## src/irq_ctrl_pkg.sv

```systemverilog
package irq_ctrl_pkg;
  // ----------------------------------------
  // source count and widths
  // ----------------------------------------
  localparam int          NUM_SRC      = 14;   // interrupt sources
  localparam int          IDX_W        = 4;    // source index width
  localparam int          ADDR_W       = 4;    // register address width
  localparam int          DATA_W       = 16;   // register data width
  localparam int          VEC_W        = 16;   // service address width
  // ----------------------------------------
  // register offsets
  // ----------------------------------------
  localparam logic [3:0]  OFS_PEND     = 4'h0; // pending flags, write one to clear
  localparam logic [3:0]  OFS_PSET     = 4'h1; // pending flags, write one to set
  localparam logic [3:0]  OFS_PRIMARY  = 4'h2; // primary_irq_enable_reg
  localparam logic [3:0]  OFS_EXTENDED = 4'h3; // extended_irq_enable_reg
  localparam logic [3:0]  OFS_PRIO     = 4'h4; // priority level per source
  localparam logic [3:0]  OFS_HWCLR    = 4'h5; // auto clear on vector per source
  localparam logic [3:0]  OFS_STATE    = 4'h6; // service state, read only
  localparam logic [3:0]  OFS_EVT      = 4'h7; // sticky events, write one to clear
  localparam logic [3:0]  OFS_EVT_MASK = 4'h8; // event mask
  // ----------------------------------------
  // field positions and reset values
  // ----------------------------------------
  localparam int          GLOBAL_BIT   = 7;    // global_irq_enable in primary reg
  localparam int          PRIMARY_SRC  = 7;    // sources held in primary reg
  localparam logic [15:0] HWCLR_RST    = 16'h000F; // first four sources clear on vector
  localparam logic [15:0] ZERO_RST     = 16'h0000;
  localparam int          EVT_W        = 2;
  localparam int          EVT_TAKEN    = 0;    // a vector was issued
  localparam int          EVT_RETURN   = 1;    // a return completed
  // ----------------------------------------
  // vector table: base plus eight per index
  // ----------------------------------------
  localparam logic [15:0] VEC_BASE     = 16'h0003;
  localparam int          VEC_STEP_SH  = 3;
  // ----------------------------------------
  // timing: one detect cycle, four for the call
  // ----------------------------------------
  localparam int          CALL_CYCLES  = 4;
  localparam int          MIN_RESPONSE = 5;
endpackage

```

## src/irq_prio_pick.sv

```systemverilog
`timescale 1ns/1ps
// fixed order pick: lowest index among a request vector wins
module irq_prio_pick #(
  parameter int N  = 14,
  parameter int IW = 4
) (
  input  wire logic [N-1:0]  req_i,   // candidate requests
  output logic               any_o,   // some request present
  output logic [IW-1:0]      idx_o    // winner index
);
  // ----------------------------------------
  // scan from the top so index 0 lands last
  // ----------------------------------------
  always_comb begin
    any_o = 1'b0;
    idx_o = '0;
    for (int i = N - 1; i >= 0; i--) begin
      if (req_i[i]) begin
        any_o = 1'b1;
        idx_o = IW'(i);
      end
    end
  end
endmodule

```

## src/irq_sticky.sv

```systemverilog
`timescale 1ns/1ps
// sticky flags: set wins over write-one-to-clear
module irq_sticky #(
  parameter int W = 2
) (
  input  wire logic         clock_i,
  input  wire logic         rst_i,
  input  wire logic [W-1:0] set_i,   // hardware set pulses
  input  wire logic [W-1:0] clr_i,   // software clear bits
  output logic      [W-1:0] flag_o   // held flags
);
  // ----------------------------------------
  // set dominates a same cycle clear
  // ----------------------------------------
  always_ff @(posedge clock_i) begin
    if (rst_i) begin
      flag_o <= '0;
    end else begin
      flag_o <= (flag_o & ~clr_i) | set_i;
    end
  end
endmodule

```

## src/irq_ctrl.sv

```systemverilog
// Local design decisions: the strobed register port and the register offsets.
`timescale 1ns/1ps
module irq_ctrl
  import irq_ctrl_pkg::*;
#(
  parameter int N = irq_ctrl_pkg::NUM_SRC
) (
  input  wire logic                              clock_i,
  input  wire logic                              rst_i,
  // register port
  input  wire logic [irq_ctrl_pkg::ADDR_W-1:0]   addr_i,
  input  wire logic [irq_ctrl_pkg::DATA_W-1:0]   wdata_i,
  input  wire logic                              wr_i,
  input  wire logic                              rd_i,
  output logic      [irq_ctrl_pkg::DATA_W-1:0]   rdata_o,
  // peripheral conditions, one-cycle pulses
  input  wire logic [N-1:0]                      src_event_i,
  // core sequencer side
  input  wire logic                              instr_end_i,
  input  wire logic                              instr_multi_i,
  input  wire logic                              return_done_i,
  output logic                                   irq_req_o,
  output logic                                   call_o,
  output logic      [irq_ctrl_pkg::VEC_W-1:0]    call_addr_o,
  output logic      [irq_ctrl_pkg::IDX_W-1:0]    call_idx_o,
  output logic                                   irq_o
);
  import irq_ctrl_pkg::*;

  // ----------------------------------------
  // state
  // ----------------------------------------
  typedef enum logic [2:0] {
    ST_IDLE = 3'b001,   // no call in flight
    ST_CALL = 3'b010,   // long call in progress
    ST_GAP  = 3'b100    // one instruction after a return
  } seq_type;

  seq_type          state;          // sequencer state
  seq_type          next_state;
  logic [N-1:0]     pending;        // pending flags
  logic [7:0]       primary_en;     // primary enable register
  logic [7:0]       extended_en;    // extended enable register
  logic [N-1:0]     prio;           // one = high level
  logic [N-1:0]     hwclr;          // auto clear on vector
  logic             in_low;         // low level routine active
  logic             in_high;        // high level routine active
  logic [2:0]       call_cnt;       // long call cycles left
  logic [IDX_W-1:0] call_idx;       // source being vectored
  logic             arm;            // request latched one cycle ago
  logic [EVT_W-1:0] evt_mask;
  logic [EVT_W-1:0] evt_flags;
  logic [N-1:0]     next_pending;

  // ----------------------------------------
  // decode
  // ----------------------------------------
  wire [N-1:0] src_en   = {extended_en[N-PRIMARY_SRC-1:0], primary_en[PRIMARY_SRC-1:0]};
  wire         glb_en   = primary_en[GLOBAL_BIT];
  wire [N-1:0] eligible = pending & src_en & {N{glb_en}};
  wire [N-1:0] hi_req   = eligible & prio;
  wire [N-1:0] lo_req   = eligible & ~prio;
  wire         wr_pend  = wr_i && (addr_i == OFS_PEND);
  wire         wr_pset  = wr_i && (addr_i == OFS_PSET);
  wire         wr_evt   = wr_i && (addr_i == OFS_EVT);
  wire         take_v;                // vector taken this cycle
  wire         hi_any;
  wire         lo_any;
  wire [IDX_W-1:0] hi_idx;
  wire [IDX_W-1:0] lo_idx;

  // fixed order within each level
  irq_prio_pick #(.N(N), .IW(IDX_W)) u_hi (
    .req_i (hi_req),
    .any_o (hi_any),
    .idx_o (hi_idx)
  );
  irq_prio_pick #(.N(N), .IW(IDX_W)) u_lo (
    .req_i (lo_req),
    .any_o (lo_any),
    .idx_o (lo_idx)
  );

  // high wins; nothing preempts high; low needs an idle core
  wire         hi_ok   = hi_any && !in_high;
  wire         lo_ok   = lo_any && !in_high && !in_low;
  wire         want    = hi_ok || lo_ok;
  wire [IDX_W-1:0] win = hi_ok ? hi_idx : lo_idx;
  wire         win_hi  = hi_ok;

  // request raised only after a detect cycle; the enable clear of the
  // previous instruction drops eligible, so a multi-cycle follower sees it
  assign irq_req_o = want && arm;
  // a single-cycle follower may still end while arm holds the old sample;
  // a multi-cycle one re-checks live eligibility at its end
  wire   arm_live  = instr_multi_i ? want : 1'b1;
  // no vector in the return cycle itself: the level pop would otherwise be lost
  // under the new call, and the gap state would override its ST_CALL
  assign take_v    = (state == ST_IDLE) && irq_req_o && instr_end_i && arm_live
                     && !return_done_i;

  // ----------------------------------------
  // detect register: sampled each clock
  // ----------------------------------------
  always_ff @(posedge clock_i) begin
    if (rst_i) begin
      arm <= 1'b0;
    end else begin
      arm <= want;
    end
  end

  // ----------------------------------------
  // sequencer
  // ----------------------------------------
  always_comb begin
    next_state = state;
    case (state)
      ST_IDLE: begin
        if (take_v) begin
          next_state = ST_CALL;
        end
      end
      ST_CALL: begin
        if (call_cnt == 3'd1) begin
          next_state = ST_IDLE;
        end
      end
      ST_GAP: begin
        // one whole instruction runs before any new vector
        if (instr_end_i) begin
          next_state = ST_IDLE;
        end
      end
      default: next_state = ST_IDLE;
    endcase
    if (return_done_i) begin
      next_state = ST_GAP;
    end
  end

  always_ff @(posedge clock_i) begin
    if (rst_i) begin
      state <= ST_IDLE;
    end else begin
      state <= next_state;
    end
  end

  // call cycle counter and vector outputs
  always_ff @(posedge clock_i) begin
    if (rst_i) begin
      call_cnt    <= '0;
      call_idx    <= '0;
      call_o      <= 1'b0;
      call_addr_o <= '0;
      call_idx_o  <= '0;
    end else begin
      call_o <= take_v;
      if (take_v) begin
        call_cnt    <= 3'(CALL_CYCLES);
        call_idx    <= win;
        call_idx_o  <= win;
        call_addr_o <= VEC_BASE + VEC_W'({win, VEC_STEP_SH'(0)});
      end else if (call_cnt != 3'd0) begin
        call_cnt <= call_cnt - 3'd1;
      end
    end
  end

  // ----------------------------------------
  // active level tracking
  // ----------------------------------------
  always_ff @(posedge clock_i) begin
    if (rst_i) begin
      in_low  <= 1'b0;
      in_high <= 1'b0;
    end else if (take_v) begin
      if (win_hi) begin
        in_high <= 1'b1;
      end else begin
        in_low  <= 1'b1;
      end
    end else if (return_done_i) begin
      // return pops the innermost level
      if (in_high) begin
        in_high <= 1'b0;
      end else begin
        in_low  <= 1'b0;
      end
    end
  end

  // ----------------------------------------
  // pending flags: event or soft set wins over clears
  // ----------------------------------------
  always_comb begin
    next_pending = pending;
    if (wr_pend) begin
      next_pending = next_pending & ~wdata_i[N-1:0];
    end
    if (take_v && hwclr[win]) begin
      next_pending[win] = 1'b0;
    end
    next_pending = next_pending | src_event_i;
    if (wr_pset) begin
      next_pending = next_pending | wdata_i[N-1:0];
    end
  end

  always_ff @(posedge clock_i) begin
    if (rst_i) begin
      pending <= '0;
    end else begin
      pending <= next_pending;
    end
  end

  // ----------------------------------------
  // configuration registers
  // ----------------------------------------
  always_ff @(posedge clock_i) begin
    if (rst_i) begin
      primary_en  <= ZERO_RST[7:0];
      extended_en <= ZERO_RST[7:0];
      prio        <= ZERO_RST[N-1:0];
      hwclr       <= HWCLR_RST[N-1:0];
      evt_mask    <= ZERO_RST[EVT_W-1:0];
    end else if (wr_i) begin
      case (addr_i)
        OFS_PRIMARY:  primary_en  <= wdata_i[7:0];
        OFS_EXTENDED: extended_en <= wdata_i[7:0];
        OFS_PRIO:     prio        <= wdata_i[N-1:0];
        OFS_HWCLR:    hwclr       <= wdata_i[N-1:0];
        OFS_EVT_MASK: evt_mask    <= wdata_i[EVT_W-1:0];
        default: ;
      endcase
    end
  end

  // ----------------------------------------
  // sticky events and interrupt line
  // ----------------------------------------
  irq_sticky #(.W(EVT_W)) u_evt (
    .clock_i (clock_i),
    .rst_i   (rst_i),
    .set_i   ({return_done_i, take_v}),
    .clr_i   (wr_evt ? wdata_i[EVT_W-1:0] : '0),
    .flag_o  (evt_flags)
  );
  assign irq_o = |(evt_flags & evt_mask);

  // ----------------------------------------
  // read port, data one cycle after strobe
  // ----------------------------------------
  wire [DATA_W-1:0] state_word = {10'h000, in_high, in_low, 1'b0, 3'(state)};
  wire [DATA_W-1:0] rd_mux =
    (addr_i == OFS_PEND || addr_i == OFS_PSET) ? DATA_W'(pending) :
    (addr_i == OFS_PRIMARY)  ? {8'h00, primary_en}  :
    (addr_i == OFS_EXTENDED) ? {8'h00, extended_en} :
    (addr_i == OFS_PRIO)     ? DATA_W'(prio)        :
    (addr_i == OFS_HWCLR)    ? DATA_W'(hwclr)       :
    (addr_i == OFS_STATE)    ? state_word           :
    (addr_i == OFS_EVT)      ? DATA_W'(evt_flags)   :
    (addr_i == OFS_EVT_MASK) ? DATA_W'(evt_mask)    : '0;

  always_ff @(posedge clock_i) begin
    if (rst_i) begin
      rdata_o <= '0;
    end else begin
      rdata_o <= rd_i ? rd_mux : '0;
    end
  end

  // ----------------------------------------
  // assertions
  // ----------------------------------------
  property p_no_req_global_off;
    @(posedge clock_i) disable iff (rst_i) !glb_en |-> !irq_req_o;
  endproperty
  a_no_req_global_off: assert property (p_no_req_global_off)
    else $error("request while global enable clear");

  property p_pending_sets;
    @(posedge clock_i) disable iff (rst_i) |src_event_i |=> ((pending & $past(src_event_i)) == $past(src_event_i));
  endproperty
  a_pending_sets: assert property (p_pending_sets)
    else $error("event did not set pending flag");

  property p_call_length;
    @(posedge clock_i) disable iff (rst_i) take_v |=> (state == ST_CALL) [*4] ##1 (state == ST_IDLE);
  endproperty
  a_call_length: assert property (p_call_length)
    else $error("long call length wrong");

  property p_hwclr;
    @(posedge clock_i) disable iff (rst_i)
      take_v && hwclr[win] && !src_event_i[win] && !wr_pset |=> !pending[call_idx];
  endproperty
  a_hwclr: assert property (p_hwclr)
    else $error("flag not cleared on vector");

  property p_no_high_preempt;
    @(posedge clock_i) disable iff (rst_i) in_high && !return_done_i |-> !take_v;
  endproperty
  a_no_high_preempt: assert property (p_no_high_preempt)
    else $error("high routine preempted");

  property p_gap_after_return;
    @(posedge clock_i) disable iff (rst_i) return_done_i |=> !take_v;
  endproperty
  a_gap_after_return: assert property (p_gap_after_return)
    else $error("vector without instruction after return");

  property p_disabled_silent;
    @(posedge clock_i) disable iff (rst_i) (eligible == '0) |-> !irq_req_o;
  endproperty
  a_disabled_silent: assert property (p_disabled_silent)
    else $error("request with no enabled pending source");

  property p_vec_addr;
    @(posedge clock_i) disable iff (rst_i)
      take_v |=> call_o && call_addr_o == VEC_BASE + VEC_W'({call_idx, VEC_STEP_SH'(0)});
  endproperty
  a_vec_addr: assert property (p_vec_addr)
    else $error("wrong service address");

  property p_multi_blocks;
    @(posedge clock_i) disable iff (rst_i) instr_end_i && instr_multi_i && !want |-> !take_v;
  endproperty
  a_multi_blocks: assert property (p_multi_blocks)
    else $error("vector after enable clear and multi-cycle instruction");

  c_take_low:  cover property (@(posedge clock_i) take_v && !win_hi);
  c_preempt:   cover property (@(posedge clock_i) take_v && win_hi && in_low);
  c_reenter:   cover property (@(posedge clock_i) return_done_i ##[1:20] take_v);
  c_irq_line:  cover property (@(posedge clock_i) irq_o);
endmodule

```

## config.mk

```make
export PLATFORM = sky130hd
export DESIGN_NAME = irq_ctrl
export DESIGN_NICKNAME = d
export VERILOG_FILES = /design/src/irq_ctrl_pkg.sv /design/src/irq_prio_pick.sv /design/src/irq_sticky.sv /design/src/irq_ctrl.sv
export SDC_FILE = /design/constraint.sdc
export NUM_CORES = 1
export LEC_CHECK = 0
export ABC_AREA = 1
export BUFFER_PORTS_ARGS = -buffer_cell sky130_fd_sc_hd__buf_2
export CORE_MARGIN = 1
export CORE_UTILIZATION = 57
export DETAILED_ROUTE_END_ITERATION = 7
export GPL_TIMING_DRIVEN = 1
export PLACE_DENSITY_LB_ADDON = 0.1
export SYNTH_ARGS = -nofsm -noshare
export SYNTH_HDL_FRONTEND = slang
export SYNTH_SLANG_ARGS = --single-unit
```

## constraint.sdc

```tcl
create_clock -name clock_i -period 2.7 [get_ports clock_i]
set_input_delay 0.405 -clock clock_i [delete_from_list [all_inputs] [get_ports clock_i]]
set_output_delay 0.405 -clock clock_i [all_outputs]
set_load 0.05 [all_outputs]
```

==> flow_metrics.py <==
metrics = {
    "synthesis": {
        "syn_area_mm2": 0.00508,
        "ys_warn_count": 0,
        "yosysTopAreaCellShare_pct": 35.8,
        "synth_seq_area_share_pct": 35.8,
        "synth-edff-count": 0,
        "yosysMostFrequentCell": "nand2_1",
        "synth-seq-cells": 91,
        "synth.area.top_cells": "dfxtp_1 36%, nand2_1 12%, inv_1 8.7%, a21oi_1 6.7%, nor2_1 5.1%",
        "synth_cell_type_count": 44,
        "ys.flop_type": "dfxtp_1",
        "syn_inst": 750,
        "async_flop_share_pct": 0,
        "avgSynthCellArea_um2": 6.78,
        "yosysTopAreaCell": "dfxtp_1",
        "ys_top_cells_by_count": "156 x nand2_1, 118 x inv_1, 91 x dfxtp_1, 69 x nor2_1, 68 x a21oi_1",
    },
    "finish": {
        "nets": 869,
        "drive_above_1_share_pct": 20.5,
        "stdcell_count": 938,
        "diodes": 0,
        "fillers": 806,
        "area_delta_synth_final_pct": 16.3,
    },
    "placement": {
        "io_buffers": 64,
        "dpl.cell_count": 916,
        "hpwl_um": 11500,
        "place_congestion": 0.962,
        "place_ws_ns": -0.0332,
    },
    "routing": {
        "via_per_inst": 5.56,
        "drc": 0,
        "ant_nets": 0,
        "first_pass_iters": 5,
        "drt_iter0_markers": 486,
        "wl_per_cell_um": 16.2,
        "vias": 5211,
        "wl_um": 15200,
    },
    "setup_path": {
        "cp-start-kind": "register",
        "slowest_stage": "dfxtp_4",
        "reg2reg_slack_ns": -0.01,
        "r2r_start": "primary_en[7]$_SDFFE_PP0P_",
        "arrival_ns": 2.96,
        "path_max_fanout": 7,
        "r2r_end": "pending[4]$_SDFF_PP0_",
        "cpLargestDelayFamily": "simple AND/OR/NAND/NOR gates",
        "critPathKind": "reg2reg",
        "end_kind": "register",
        "crit_chain": "buf_4 > nand3_1 > nor2_1 > nor2_2 > nand2_1 > nor2_2 > nand2_2 > nand2_4 > inv_4 > o21ai_0 > nand2_1 > nor2_1 > nand3_2 > nand2_2 > a21oi_4 > clkbuf_16 > nand3_2 > nand2_2 > a21oi_2",
        "max_stage_delay_ns": 0.40,
        "required_ns": 2.94,
        "worst-path-buf-inv": 3,
        "cpMostUsedCell": "nand2_2",
        "r2r.worst_path.cells": 19,
    },
    "floorplan": {
        "fp.dieArea_mm2": 0.00930,
        "num_rows": 34,
        "ioPinCount": 80,
        "dieHeight_um": 96.5,
        "start_util_pct": 58.6,
        "die_x_um": 96.5,
        "core_mm2": 0.00868,
    },
    "outcome": {
        "status": "finished, violations left",
        "violations": "negative setup slack",
    },
    "clock_tree": {
        "clock-sinks": 91,
        "cts_tree": "done",
        "path_clk_slew_ns": 0.09,
        "clock_tree.buffer_depth": 2,
        "clk-insertion-delay-late_ns": 0.37,
        "cts-buffers-inserted": 9,
        "root_buffer": "clkbuf_8",
        "htreeDepth": 3,
        "hold_buffers": 0,
    },
    "pwr": {
        "ir_worst_vdd_mv": 0.389,
        "p_leak_nw": 2.67,
        "pwr_density_cell_mw_per_mm2": 484,
    },
    "sta": {
        "fin_crit_sh_pct": 101,
        "setup_tns_ns": -0.0505,
        "setup_ws_ns": -0.0141,
        "min_period_ns": 2.71,
        "setup_viol_count_final": 5,
        "max_freq_mhz": 368,
        "finalHoldViolations": 0,
        "finClkSkew_ns": 0.0101,
        "drv_slew": 0,
        "rsz0062_at_grt": "yes",
    },
    "worst_hold_path": {
        "hold_end": "hwclr[11]$_SDFFE_PP0P_",
        "min_path_type": "in2reg",
        "hold_depth": 3,
        "hp-start": "wdata_i[11]",
    },
    "global_routing": {
        "antenna_found_initial": 0,
        "grt-ovfl-total": 0,
        "groute.usage.overall_pct": 33.5,
        "grt_pass1_wl_um": 23000,
        "grt_pass1_vias": 4458,
        "grt_max_degree": 39,
    },
    "job": {
        "cap_violations": 0,
    },
}
==> cells by family (layout without fill, tap and decap cells) <==
logic type / Yosys count / after routing / synth area share (%)
compound gates: 173 / 173 / 20.6
simple gates: 317 / 317 / 28.6
fa+ha+maj: 3 / 3 / 0.738
other cells: 1 / 12 / 0.0737
buf+inv: 164 / 233 / 14.0
xor+xnor: 1 / 1 / 0.172
flops: 91 / 91 / 35.8
==> per-stage QoR <==
step,utilization [%],instance area (um2),hold WS (ns),total power [W]
after global routing,68.1,5910,0.317,0.00297
after detailed placement,63.6,5520,0.453,0.00186
after CTS,66.1,5740,0.312,0.00285
after floorplan,-,5130,0.440,0.00175
after global placement,63.6,5520,0.452,0.00185
final,68.1,5910,0.315,0.00286
==> power by group <==
part | switching, W | leakage [nW] | internal, W
Sequential | 0.0000452 | 0.742 | 0.00140
Combinational | 0.000270 | 1.83 | 0.000134
Clock | 0.000491 | 0.0968 | 0.000523
==> worst reg2reg max path: stages (launching register included) <==
cell and delay [ns]:
dfxtp_4 0.40, buf_4 0.18, nand3_1 0.12, nor2_1 0.19
nor2_2 0.07, nand2_1 0.09, nor2_2 0.06, nand2_2 0.10
nand2_4 0.09, inv_4 0.09, o21ai_0 0.08, nand2_1 0.22
nor2_1 0.15, nand3_2 0.10, nand2_2 0.07, a21oi_4 0.21
clkbuf_16 0.19, nand3_2 0.08, nand2_2 0.07, a21oi_2 0.04
==> what timing repair did <==
action                     in CTS  in global routing
setup endpoints to repair      14                 15
cloned                          0                  2
buffers inserted                0                  4
gates resized for setup         1                 29
pin swaps                       0                  9
==> placed cells by master (no fill, tap or decap), drive strengths merged, types with 2 or more instances in the layout <==
| cell type | count |
|---|---|
| o22ai | 6 |
| o21bai | 14 |
| a221oi | 2 |
| o2111ai | 2 |
| nand2 | 164 |
| ha | 3 |
| nand4 | 9 |
| a211oi | 2 |
| clkinv | 4 |
| conb | 12 |
| nor3 | 5 |
| clkinvlp | 2 |
| dfxtp | 91 |
| buf | 91 |
| a21boi | 8 |
| o221ai | 5 |
| bufinv | 2 |
| clkbuf | 14 |
| a31oi | 5 |
| nand3 | 62 |
| inv | 120 |
| o21ai | 42 |
| o211ai | 2 |
| a21oi | 79 |
| nor2 | 76 |
==> area by class of cell <==
| class | instances | area, um2 | share of cell area (%) |
|---|---|---|---|
| Clock inverter | 4 | 75.1 | 1.27 |
| Timing Repair Buffer | 93 | 597 | 10.1 |
| Clock buffer | 12 | 135 | 2.29 |
| Tap cell | 108 | 135 | 2.29 |
| Multi-Input combinational cell | 506 | 2670 | 45.2 |
| Sequential cell | 91 | 1830 | 30.9 |
| Inverter | 124 | 473 | 8.00 |
==> worst max path at each step <==
stage,from,to,slack [ns],cells after the start
CTS,primary_en[7]$_SDFFE_PP0P_,pending[2]$_SDFF_PP0_,0.0009,20
global route,primary_en[7]$_SDFFE_PP0P_,pending[1]$_SDFF_PP0_,-0.14,19
floorplan,primary_en[7]$_SDFFE_PP0P_,pending[3]$_SDFF_PP0_,0.32,20
finish,primary_en[7]$_SDFFE_PP0P_,pending[4]$_SDFF_PP0_,-0.01,19
detailed placement,primary_en[7]$_SDFFE_PP0P_,pending[9]$_SDFF_PP0_,-0.03,19
global placement,primary_en[7]$_SDFFE_PP0P_,pending[13]$_SDFF_PP0_,-0.03,19
==> sequential cells by signal, indices dropped and copies added, names as in the netlist <==
| name | count |
|---|---|
| arm | 1 |
| call_addr_o | 1 |
| call_cnt | 3 |
| call_idx_o | 4 |
| call_o | 1 |
| evt_mask | 2 |
| extended_en | 8 |
| hwclr | 14 |
| in_high | 1 |
| in_low | 1 |
| pending | 14 |
| primary_en | 8 |
| prio | 14 |
| rdata_o | 14 |
| state | 3 |
| u_evt.flag_o | 2 |
==> routing by layer <==
layer | track usage, % | share of wire [%]
met3 | 8.22 | 11
met4 | 9.19 | 1.5
met5 | 0 | 0
met2 | 51.2 | 46
met1 | 46.8 | 42
Note: power is estimated with default switching activity, not from simulation.
